### config.mk
export PLATFORM = sky130hd
export DESIGN_NAME = dsdl_top
export DESIGN_NICKNAME = d
export VERILOG_FILES = /design/src/dsdl_loop.v /design/src/dsdl_top.v
export VERILOG_INCLUDE_DIRS = /design/src
export SDC_FILE = /design/constraint.sdc
export NUM_CORES = 1
export LEC_CHECK = 0
export ABC_AREA = 1
export BUFFER_PORTS_ARGS = -buffer_cell sky130_fd_sc_hd__buf_2
export CORE_UTILIZATION = 50
export DETAILED_ROUTE_END_ITERATION = 16
export PLACE_DENSITY = 0.79
export SLEW_MARGIN = 40
export SYNTH_ARGS = -nofsm -noshare
export SYNTH_HDL_FRONTEND = slang
export SYNTH_HIERARCHICAL = 1
export SYNTH_SLANG_ARGS = --single-unit
### constraint.sdc
create_clock -name clock -period 5.2 [get_ports clock]
set_input_delay 0.78 -clock clock [delete_from_list [all_inputs] [get_ports clock]]
set_output_delay 0.78 -clock clock [all_outputs]
set_load 0.02 [all_outputs]
### src/dsdl_regs.vh
// Constants for the strobe delay loop control block.
`ifndef DSDL_REGS_VH
`define DSDL_REGS_VH
`define DSDL_CODE_W        8
`define DSDL_CODE_MAX      8'hff
`define DSDL_CODE_MIN      8'h00
`define DSDL_CODE_RESET    8'h80
`define DSDL_OFFSET_W      6
`define DSDL_GRADE_W       2
`define DSDL_TIMING_W      4
`define DSDL_PHASE_72      1'b0
`define DSDL_PHASE_90      1'b1
`define DSDL_LOCK_WAIT_CYC 336
`endif

### src/dsdl_loop.v
// One delay-locked loop: counter, load, freeze, offset and status flags.
`include "dsdl_regs.vh"
module dsdl_loop #(
   parameter CODE_W = `DSDL_CODE_W
) (
   // Clock and reset
   input  wire              clock,
   input  wire              reset_n,
   // Control
   input  wire              loop_enable,
   input  wire              loop_force_load,
   input  wire [CODE_W-1:0] load_delay,
   input  wire [5:0]        fine_offset,
   // Phase comparator result: high means the line is too short
   input  wire              phase_late,
   // Results
   output reg  [CODE_W-1:0] line_code_reg,
   output reg  [CODE_W-1:0] loop_counter_value_reg,
   output reg               overflow_reg,
   output reg               underflow_reg
);
   reg  [CODE_W-1:0] counter_next;
   reg  [9:0]        sum;
   reg               en_d_reg;

   always @* begin
      counter_next = loop_counter_value_reg;
      if (loop_enable) begin
         if (loop_force_load && en_d_reg)
            counter_next = load_delay;
         else if (!loop_force_load) begin
            if (phase_late && loop_counter_value_reg != `DSDL_CODE_MAX)
               counter_next = loop_counter_value_reg + 8'h01;
            else if (!phase_late &&
                     loop_counter_value_reg != `DSDL_CODE_MIN)
               counter_next = loop_counter_value_reg - 8'h01;
         end
      end
      // Offset is a signed step added to the code, clamped to range.
      sum = {2'b00, loop_counter_value_reg} +
            {{4{fine_offset[5]}}, fine_offset};
      if (sum[9])
         sum = 10'h000;
      else if (sum[8])
         sum = 10'h0ff;
   end

   always @(posedge clock) begin
      if (!reset_n) begin
         loop_counter_value_reg <= `DSDL_CODE_RESET;
         line_code_reg          <= `DSDL_CODE_RESET;
         overflow_reg           <= 1'b0;
         underflow_reg          <= 1'b0;
         en_d_reg               <= 1'b0;
      end else begin
         en_d_reg               <= loop_enable;
         loop_counter_value_reg <= counter_next;
         line_code_reg          <= sum[7:0];
         if (!loop_enable) begin
            overflow_reg  <= 1'b0;
            underflow_reg <= 1'b0;
         end else begin
            if (loop_counter_value_reg == `DSDL_CODE_MAX)
               overflow_reg <= 1'b1;
            if (loop_counter_value_reg == `DSDL_CODE_MIN)
               underflow_reg <= 1'b1;
         end
      end
   end
endmodule // dsdl_loop

### src/dsdl_top.v
// Strobe delay loop control: read and write loops plus timing-set choice.
// Summary of operation
// Two-bit grade field picks one of four timing configurations.
// Four sets each for standard and mobile memory, chosen by memory type.
// Timing parameters are whole interface clock cycle counts.
// Two independent loops: one for reads, one for writes.
// Each loop continuously outputs an 8-bit delay code.
// Read loop drives upper and lower byte strobe delay lines.
// Write loop drives one delay line for outgoing write data.
// Phase select picks 72 or 90 degree nominal delay.
// Disabled loop freezes its counter; re-enable resumes from it.
// Load copies delay field into counter after two enabled cycles.
// Held load keeps forcing the delay value: unlocked mode.
// Software sets enable, load, value, then clears enable.
// Software loads 128, clears load, waits 336 cycles before access.
// Six-bit signed offsets, +31 to -32, added to loop delay.
// Counter value shown; overflow at 255, underflow at 0 flagged.
// Both flags clear when the loop is disabled.
// Software uses unlocked mode, value 104, below minimum frequency.
// Tracking steps counter by one per cycle, saturating at 0 and 255.
`include "dsdl_regs.vh"
module dsdl_top #(
   parameter CODE_W   = `DSDL_CODE_W,
   parameter TIMING_W = `DSDL_TIMING_W,
   parameter LOCK_WAIT_CYC = `DSDL_LOCK_WAIT_CYC
) (
   // Clock and reset
   input  wire                clock,
   input  wire                reset_n,
   // Memory timing selection
   input  wire [1:0]          timing_grade_select,
   input  wire                mobile_ddr_select,
   // Loop control, shared except the per-loop read and write fine offsets
   input  wire                loop_enable,
   input  wire                loop_force_load,
   input  wire                phase_select_bit,
   input  wire [CODE_W-1:0]   load_delay,
   input  wire [5:0]          read_fine_offset,
   input  wire [5:0]          write_fine_offset,
   // Phase detector pins from the delay replicas
   input  wire                read_phase_late_pin,
   input  wire                write_phase_late_pin,
   // Delay line codes and phase select
   output reg  [CODE_W-1:0]   upper_strobe_code,
   output reg  [CODE_W-1:0]   lower_strobe_code,
   output reg  [CODE_W-1:0]   write_data_code,
   output reg                 loop_phase_select,
   // Read loop status
   output reg  [CODE_W-1:0]   read_loop_status_count,
   output reg                 read_loop_status_ovf,
   output reg                 read_loop_status_unf,
   // Write loop status
   output reg  [CODE_W-1:0]   write_loop_status_count,
   output reg                 write_loop_status_ovf,
   output reg                 write_loop_status_unf,
   // Selected timing set, in interface clock cycles
   output reg  [TIMING_W-1:0] t_ras_cyc,
   output reg  [TIMING_W-1:0] t_rc_cyc,
   output reg  [TIMING_W-1:0] t_rfc_cyc,
   output reg  [TIMING_W-1:0] t_rcd_cyc,
   output reg  [TIMING_W-1:0] t_rp_cyc,
   output reg  [TIMING_W-1:0] t_wr_cyc,
   // Lock wait elapsed since tracking started
   output reg                 lock_wait_done
);
   reg  [2:0]  rd_sync_reg;
   reg  [2:0]  wr_sync_reg;
   reg         rd_late_reg;
   reg         wr_late_reg;
   reg  [8:0]  lock_cnt_reg;
   wire [CODE_W-1:0] rd_code;
   wire [CODE_W-1:0] wr_code;
   wire [CODE_W-1:0] rd_cnt;
   wire [CODE_W-1:0] wr_cnt;
   wire rd_ovf;
   wire rd_unf;
   wire wr_ovf;
   wire wr_unf;

   // Cycle counts per timing set; index is {mobile, grade}.
   function [6*TIMING_W-1:0] timing_set;
      input [2:0] idx;
      begin
         case (idx)
            3'h0: timing_set = {4'h5, 4'h7, 4'h8, 4'h2, 4'h2, 4'h2};
            3'h1: timing_set = {4'h5, 4'h8, 4'h9, 4'h2, 4'h2, 4'h2};
            3'h2: timing_set = {4'h6, 4'h9, 4'ha, 4'h3, 4'h3, 4'h2};
            3'h3: timing_set = {4'h7, 4'ha, 4'hc, 4'h3, 4'h3, 4'h2};
            3'h4: timing_set = {4'h3, 4'h4, 4'h5, 4'h1, 4'h1, 4'h1};
            3'h5: timing_set = {4'h4, 4'h6, 4'h7, 4'h2, 4'h2, 4'h1};
            3'h6: timing_set = {4'h5, 4'h7, 4'h8, 4'h2, 4'h2, 4'h2};
            default: timing_set = {4'h6, 4'h9, 4'ha, 4'h3, 4'h3, 4'h2};
         endcase
      end
   endfunction

   wire [6*TIMING_W-1:0] tsel =
      timing_set({mobile_ddr_select, timing_grade_select});

   // Phase detector pins pass three flops; change accepted on agreement.
   always @(posedge clock) begin
      if (!reset_n) begin
         rd_sync_reg <= 3'h0;
         wr_sync_reg <= 3'h0;
         rd_late_reg <= 1'b0;
         wr_late_reg <= 1'b0;
      end else begin
         rd_sync_reg <= {rd_sync_reg[1:0], read_phase_late_pin};
         wr_sync_reg <= {wr_sync_reg[1:0], write_phase_late_pin};
         if (rd_sync_reg[1] == rd_sync_reg[2])
            rd_late_reg <= rd_sync_reg[2];
         if (wr_sync_reg[1] == wr_sync_reg[2])
            wr_late_reg <= wr_sync_reg[2];
      end
   end

   dsdl_loop #(.CODE_W(CODE_W)) u_read_loop (
      .clock                  (clock),
      .reset_n                (reset_n),
      .loop_enable            (loop_enable),
      .loop_force_load        (loop_force_load),
      .load_delay             (load_delay),
      .fine_offset            (read_fine_offset),
      .phase_late             (rd_late_reg),
      .line_code_reg          (rd_code),
      .loop_counter_value_reg (rd_cnt),
      .overflow_reg           (rd_ovf),
      .underflow_reg          (rd_unf)
   );

   dsdl_loop #(.CODE_W(CODE_W)) u_write_loop (
      .clock                  (clock),
      .reset_n                (reset_n),
      .loop_enable            (loop_enable),
      .loop_force_load        (loop_force_load),
      .load_delay             (load_delay),
      .fine_offset            (write_fine_offset),
      .phase_late             (wr_late_reg),
      .line_code_reg          (wr_code),
      .loop_counter_value_reg (wr_cnt),
      .overflow_reg           (wr_ovf),
      .underflow_reg          (wr_unf)
   );

   always @(posedge clock) begin
      if (!reset_n) begin
         upper_strobe_code       <= `DSDL_CODE_RESET;
         lower_strobe_code       <= `DSDL_CODE_RESET;
         write_data_code         <= `DSDL_CODE_RESET;
         loop_phase_select       <= `DSDL_PHASE_72;
         read_loop_status_count  <= `DSDL_CODE_RESET;
         read_loop_status_ovf    <= 1'b0;
         read_loop_status_unf    <= 1'b0;
         write_loop_status_count <= `DSDL_CODE_RESET;
         write_loop_status_ovf   <= 1'b0;
         write_loop_status_unf   <= 1'b0;
         t_ras_cyc               <= {TIMING_W{1'b0}};
         t_rc_cyc                <= {TIMING_W{1'b0}};
         t_rfc_cyc               <= {TIMING_W{1'b0}};
         t_rcd_cyc               <= {TIMING_W{1'b0}};
         t_rp_cyc                <= {TIMING_W{1'b0}};
         t_wr_cyc                <= {TIMING_W{1'b0}};
         lock_cnt_reg            <= 9'h000;
         lock_wait_done          <= 1'b0;
      end else begin
         upper_strobe_code       <= rd_code;
         lower_strobe_code       <= rd_code;
         write_data_code         <= wr_code;
         loop_phase_select       <= phase_select_bit;
         read_loop_status_count  <= rd_cnt;
         read_loop_status_ovf    <= rd_ovf;
         read_loop_status_unf    <= rd_unf;
         write_loop_status_count <= wr_cnt;
         write_loop_status_ovf   <= wr_ovf;
         write_loop_status_unf   <= wr_unf;
         t_ras_cyc <= tsel[6*TIMING_W-1:5*TIMING_W];
         t_rc_cyc  <= tsel[5*TIMING_W-1:4*TIMING_W];
         t_rfc_cyc <= tsel[4*TIMING_W-1:3*TIMING_W];
         t_rcd_cyc <= tsel[3*TIMING_W-1:2*TIMING_W];
         t_rp_cyc  <= tsel[2*TIMING_W-1:TIMING_W];
         t_wr_cyc  <= tsel[TIMING_W-1:0];
         // Counts tracking cycles so software can poll for lock wait.
         if (!loop_enable || loop_force_load) begin
            lock_cnt_reg   <= 9'h000;
            lock_wait_done <= 1'b0;
         end else if (lock_cnt_reg == LOCK_WAIT_CYC[8:0]) begin
            lock_wait_done <= 1'b1;
         end else begin
            lock_cnt_reg <= lock_cnt_reg + 9'h001;
         end
      end
   end
endmodule // dsdl_top

# [Yosys cells after proc, flatten, opt, wreduce, memory -nomap -nowiden]
# Cells that the tools add are included.
[word_totals] register_bits=116 in_bits=30 elab_cells=89 out_inout_bits=70
[classes] n_mux=13 n_reduce_logical=23 n_bitwise=1 eq_ne=13 n_addsub=7
[op_table] operator="$pmux 23 s5" n=1
[op_table] operator="$mux 8" n=12
[op_table] operator="$add 9x6->10" n=2
[op_table] operator="$add 8x1->8 const B" n=2
[op_table] operator="$eq 8x8->1 const B" n=2
[op_table] operator="$logic_not 8->1" n=2
[op_table] operator="$ne 8x8->1 const B" n=2
[op_table] operator="$reduce_bool 8->1" n=2
[op_table] operator="$sub 8x1->8 const B" n=2
[op_table] operator="$add 9x1->9 const B" n=1
[op_table] operator="$eq 3x3->1 const B" n=3
[op_table] operator="$eq 9x9->1 const B" n=1
[op_table] operator="$reduce_or 2->1" n=4
[op_table] operator="$reduce_and 3->1" n=2
[op_table] operator="$reduce_bool 3->1" n=2
[op_table] operator="$logic_and 1x1->1" n=5
[op_table] operator="$eq 3x1->1 const B" n=1
[op_table] operator="$eq 3x2->1 const B" n=1
[op_table] operator="$logic_not 1->1" n=3
[op_table] operator="$logic_not 3->1" n=1
[op_table] operator="$eq 1x1->1" n=2
[op_table] operator="$ne 2x1->1 const B" n=1
[op_table] operator="$reduce_and 2->1" n=1
[op_table] operator="$logic_or 1x1->1" n=1
[op_table] operator="$not 1->1" n=1

# [Longest topological paths before layout]
[logic_depth] ltp_word=6 depth_mapped=14 mapped_depth_nobuf=14

# [By module]
# Netlist, hierarchy kept.
[by_module_without_submodules] mod="dsdl_loop" instances=2 seq_area_each_um2=380.4 area_per_inst_um2=1651.6 cells_per_inst=258
[by_module_without_submodules] mod="dsdl_top" instances=1 seq_area_each_um2=1341.3 area_per_inst_um2=2341.0 cells_per_inst=277

# [Worst setup path after synthesis]
# OpenSTA, ideal clock, no wires.
[synth_timing] kind="input port to flip-flop" start="input port read_fine_offset[0]" end="register u_read_loop.line_code_reg[0]" setup_ps=119 slack_ps=3066 required_time_ps=5081 n_path_buf=0 arrival_time_ps=2015 path_stages=9 path_cell_list="ha_1 > inv_1 > fa_1 > o21ai_2 > nand3_1 > nand3_1 > nand2_2 > nor2_1 > nor2_1"
[synth_between] elab_chain_cells=2 elab_cells_between_ends=3 classes_between="add/sub (1); mux (1); reduce/logical (1)"
[synth_rtl] element="start, declared" line_no="dsdl_top.v:38" text="input wire [5:0] read_fine_offset,"
[synth_rtl] element="$add 9x6->10 (*)" line_no="dsdl_loop.v:40" text="sum = {2'b00, loop_counter_value_reg} +"
[synth_rtl] element="$mux 8 / $reduce_or 2->1 (equally long branches)"
[synth_rtl] element="end signal, assigned" line_no="dsdl_loop.v:51" text="line_code_reg <= `DSDL_CODE_RESET;"
[synth_rtl] element="end signal, assigned" line_no="dsdl_loop.v:58" text="line_code_reg <= sum[7:0];"
[synth_rtl] element="end, declared" line_no="dsdl_loop.v:17" text="output reg [CODE_W-1:0] line_code_reg,"
# Every way passes the cells marked *; elsewhere a longest branch is shown, timed or not.
# A chain may end at the register's enable or synchronous reset.

# [Final worst setup path]
[layout_timing] start="register u_write_loop.loop_counter_value_reg[0]" end="register u_write_loop.loop_counter_value_reg[5]"
[layout_between] elab_chain_cells=5 elab_cells_between_ends=12 classes_between="add/sub (2); eq/ne (1); mux (4); reduce/logical (5)"
[layout_rtl] element="start, declared" line_no="dsdl_loop.v:18" text="output reg [CODE_W-1:0] loop_counter_value_reg,"
[layout_rtl] element="start signal, assigned" line_no="dsdl_loop.v:50" text="loop_counter_value_reg <= `DSDL_CODE_RESET;"
[layout_rtl] element="start signal, assigned" line_no="dsdl_loop.v:57" text="loop_counter_value_reg <= counter_next;"
[layout_rtl] element="$sub 8x1->8 / $ne 8x8->1 (equally long branches)"
[layout_rtl] element="$mux 8 / $logic_and 1x1->1 (equally long branches)"
[layout_rtl] element="$mux 8" line_no="dsdl_loop.v:32" text="if (phase_late && loop_counter_value_reg != `DSDL_CODE_MAX)"
[layout_rtl] element="$mux 8" line_no="dsdl_loop.v:31" text="else if (!loop_force_load) begin"
[layout_rtl] element="$mux 8" line_no="dsdl_loop.v:29" text="if (loop_force_load && en_d_reg)"
# Several ways; a longest one is shown, not always the timed one. The select of a mux whose other input is x is not followed.

==> results.txt <==
* Status: finished, final reports clean
- Syn Area/Cell: 7.12 µm²
- The die is 108 µm wide.
- Total vias in the final route: 4838
* RR Startpoint: u_write_loop/loop_counter_value_reg[0]$_SDFFE_PN0P_
- Clock-pin transition on the worst setup and hold timing paths: 0.07 ns
* Combinational family with the most area after synthesis: simple AND/OR/NAND/NOR gates
- For the worst setup path, the data arrival time is 2.52 ns.
- Destination of the worst register-to-register timing path: u_write_loop/loop_counter_value_reg[5]$_SDFFE_PN0P_
- Areal power density over the cells: 325 nW/µm²
- The synthesized netlist devotes 1.71% of its cell area to XOR and XNOR gates.
- Post-synthesis compound-gate area fraction: 5.45%
- Fraction of layout instances using a drive strength above 1: 18.9%
- Synthesis produced 793 cells.
- Maximum number of pins on one net before global-route repair: 47
* Post-route core utilization: 58.3%
- Proportion of synthesized chip area in sequential cells: 37.2%
- The top cell types in the final layout, fill and taps aside, are nand2_1 (221), inv_1 (130), dfxtp_1 (105).
* Root buffer cell: clkbuf_16
- The H-tree was split into 3 levels.
* Clock latency reported for the late side of the worst-skew pair: 0.35 ns
* Met2 routing resource usage after global routing: 34.5%
- For this run, global-route usage on met3 was measured as 5.79%.
* Port Buffers: 92
- In this run the static leakage power is 3.52 nW.
- Area added between synthesis and finish: 13.0%
- Summing all non-filler instances in the final layout gives an area of 6380 µm².
* Worst Hold Launch: u_write_loop/line_code_reg[4]$_SDFF_PP0_
- The synthesized netlist devotes 33.2% of its cell area to simple gates.
* Drt drc: 0
- Standard-cell rows: 38
- Length in cells of the worst reg-to-reg path: 12
* Initial cell density of the core: 51.6%
* Detailed placement HPWL: 8790 µm
- The critical path in this run is classified as reg -> reg.
* Worst hold endpoint: write_data_code[4]$_SDFF_PN0_
* Reg2Reg Setup Slack: 2.92 ns
- Together, buffers and inverters on the worst path number 0.
- Global routing used 26.8% of the available met1 tracks.
- The cell family contributing the most delay on the critical path is simple AND/OR/NAND/NOR gates.
* Setup repair after global routing missed its margin: no
- In this run, synthesis produced a sequential element count of 105.
* Number of vias per cell after detailed routing: 4.76
- Average wire per standard cell: 11.6 µm
- During synthesis, Yosys emitted a total of 6 warnings.
- Hold crit path type: reg -> reg
* Flip-flop count of the largest register after layout: 9
- Global routing used 21.3% of the available tracks across all layers.
- I/O pins: 100
* Total of endpoints with negative setup slack in the final report: 0
- The clock network accounts for 33.7% of the total power.
- Core Box Area: 10900 µm²
- IR analysis of the VDD net gives a maximum drop of 0.251 mV.
* Max clock buf depth: 2
* Kind of end point of the critical path: register
- Of all nets on the critical path, the largest fanout is 10.
- Initial antenna violation count: 0
- Routability congestion estimate: 0.936
- Count of instances resized after the clock tree is built: 0
* Worst hold margin: 0.408 ns
* Total internal power: 1.41 mW
- The count of final hold-check violations came to 0.
- On the worst path, the slowest cell contributes a delay of 0.56 ns.
* Detailed-route wire length: 11800 µm
- The clock net in this run drives a total of 105 sinks.
- For this run, the detailed router's first-pass iteration total came to 5.
- Final number of max-transition violations: 0
- TritonCTS built the clock tree.
- Count of hold-fix buffers inserted at cts: 0
- Post CTS Setup Buffer Count: 0
- Number of global-route vias before repair: 4405
- Proportion of synthesized flip-flops having asynchronous set or reset: 0%
* Series of cell instances along the critical path: nand2_1 > nor2_1 > nand2_2 > nand2_4 > ha_1 > or2_2 > nand3b_1 > nand3_1 > nand3_1 > nand2_1 > nor2_2 > nor2_2
* Post-Route Skew: 0.00883 ns
- Proportion of power drawn by combinational gates: 22.8%
* Mux cell area share after synthesis: 0%
- Inserted Clock Buffers: 9
* Minimum clock period: 2.28 ns
- Maximum clock frequency: 0.439 GHz
* Net switching share of the total power: 31.7%
- Setup total negative slack: 0 ns
* Share of power burned in registers: 43.5%
- Yosys mapped a number of flops with a built-in enable equal to 0.
* Cell with the biggest individual delay on the critical path: dfxtp_1
* CP Data Required Time: 5.45 ns
* Total die area: 11700 µm²
- Once placement finished, the instance area stood at 6060 µm².
- Max-cap violations: 0
- The library cell used most frequently in the layout, excluding fill and tap cells, is nand2_1.
* Initial DRC count: 269
- Antenna-violating nets left: 0
- The number of antenna diodes in the final layout is 0.
* First-pass GRT wire length: 19700 µm
- Most frequently used flop master after synthesis: dfxtp_1
* Number of unique standard cell types used by synthesis: 34
* Global routing's busiest layer: met2
- Adder-cell share of the synthesized area: 9.31%
- Synthesized cell area: 5640 µm²
- For this run, the post-layout net count is 940.
- From bottom edge to top edge, the die measures 108 µm.
* Startpoint types: register
- Counting instances, the worst hold path has a depth of 2.
- In the finished design, the share of the clock period the worst path needs comes to 43.8%.
* Total congestion overflow after global routing: 0
* Net Switching: 0.657 mW
-- worst max-delay path by stage --
| stage | startpoint | to | slack (ns) | depth (start not counted) |
|---|---|---|---|---|
| 3_3_place_gp | reset_n | write_data_code[7]$_SDFF_PN1_ | 2.86 | 3 |
| 3_5_place_dp | reset_n | write_data_code[7]$_SDFF_PN1_ | 2.83 | 3 |
| 4_1_cts | u_write_loop/loop_counter_value_reg[0]$_SDFFE_PN0P_ | u_write_loop/loop_counter_value_reg[5]$_SDFFE_PN0P_ | 2.93 | 12 |
| 6_report | u_write_loop/loop_counter_value_reg[0]$_SDFFE_PN0P_ | u_write_loop/loop_counter_value_reg[5]$_SDFFE_PN0P_ | 2.92 | 12 |
| 5_1_grt | u_write_loop/loop_counter_value_reg[0]$_SDFFE_PN0P_ | u_write_loop/loop_counter_value_reg[5]$_SDFFE_PN0P_ | 2.67 | 12 |
| 2_1_floorplan | read_fine_offset[0] | u_read_loop/line_code_reg[0]$_SDFF_PP0_ | 3.07 | 9 |
-- power groups by stage --
stage / Clock (mW) / Combinational, mW / Sequential (mW)
finish: 0.698 / 0.472 / 0.900
CTS: 0.717 / 0.470 / 0.901
floorplan: 0 / 0.350 / 0.934
global route: 0.753 / 0.535 / 0.908
global placement: 0 / 0.458 / 0.919
detailed placement: 0 / 0.466 / 0.920
-- worst register-to-register path, delay by kind of cell (launching register included) --
family / cells / cell delay [ns]
and+or+nand+nor: 11 / 1.35
DFF: 1 / 0.56
adders and majority gates: 1 / 0.29
-- area by class of cell --
| type | instances | area [µm²] |
|---|---|---|
| fillers | 1054 | 4560 |
| clock buffers | 9 | 225 |
| clock inverters | 7 | 88.8 |
| well taps | 140 | 175 |
| multi-input cells | 532 | 2830 |
| repair buffers | 93 | 470 |
| flip-flops and latches | 105 | 2100 |
| inverters | 130 | 488 |
-- logic make-up (layout without fill, tap and decap cells) --
kind of cell,count (synthesis),in the layout
DFF,105,105
xor gates and xnor gates,11,11
other,1,7
adders and majority gates,39,39
buffers and inverters,162,239
AOI/OAI and AO/OA,55,55
and+or+nand+nor,420,420
-- cell usage after synthesis, drive strengths merged, types with 2 or more instances --
| cell type | count | area, µm² |
|---|---|---|
| inv | 130 | 488 |
| dfxtp | 105 | 2100 |
| nand3 | 44 | 280 |
| xnor2 | 5 | 43.8 |
| nand3b | 8 | 60.1 |
| a31oi | 4 | 25.0 |
| or2 | 8 | 50.1 |
| nand4 | 3 | 18.8 |
| nor3 | 2 | 10.0 |
| a21oi | 28 | 144 |
| buf | 32 | 248 |
| o21ai | 19 | 110 |
| nand2 | 229 | 890 |
| o21bai | 2 | 15.0 |
| nor2 | 125 | 557 |
| xor2 | 6 | 52.6 |
| ha | 34 | 425 |
| fa | 5 | 100 |
-- per-layer routing --
| metal | up-vias | routed length [µm] |
|---|---|---|
| met4 | 0 | 238 |
| li1 | 2545 | - |
| met2 | 150 | 5310 |
| met5 | - | 0 |
| met1 | 2122 | 5310 |
| met3 | 21 | 925 |
-- per-stage QoR --
step | power (mW) | setup WS [ns] | instances
global route | 2.20 | 2.67 | 1016
CTS | 2.09 | 2.93 | 1016
floorplan | 1.28 | 3.07 | 799
finish | 2.07 | 2.92 | 1016
global placement | 1.38 | 2.86 | 1000
detailed placement | 1.39 | 2.83 | 1000
(Power assumes the default switching activity.)
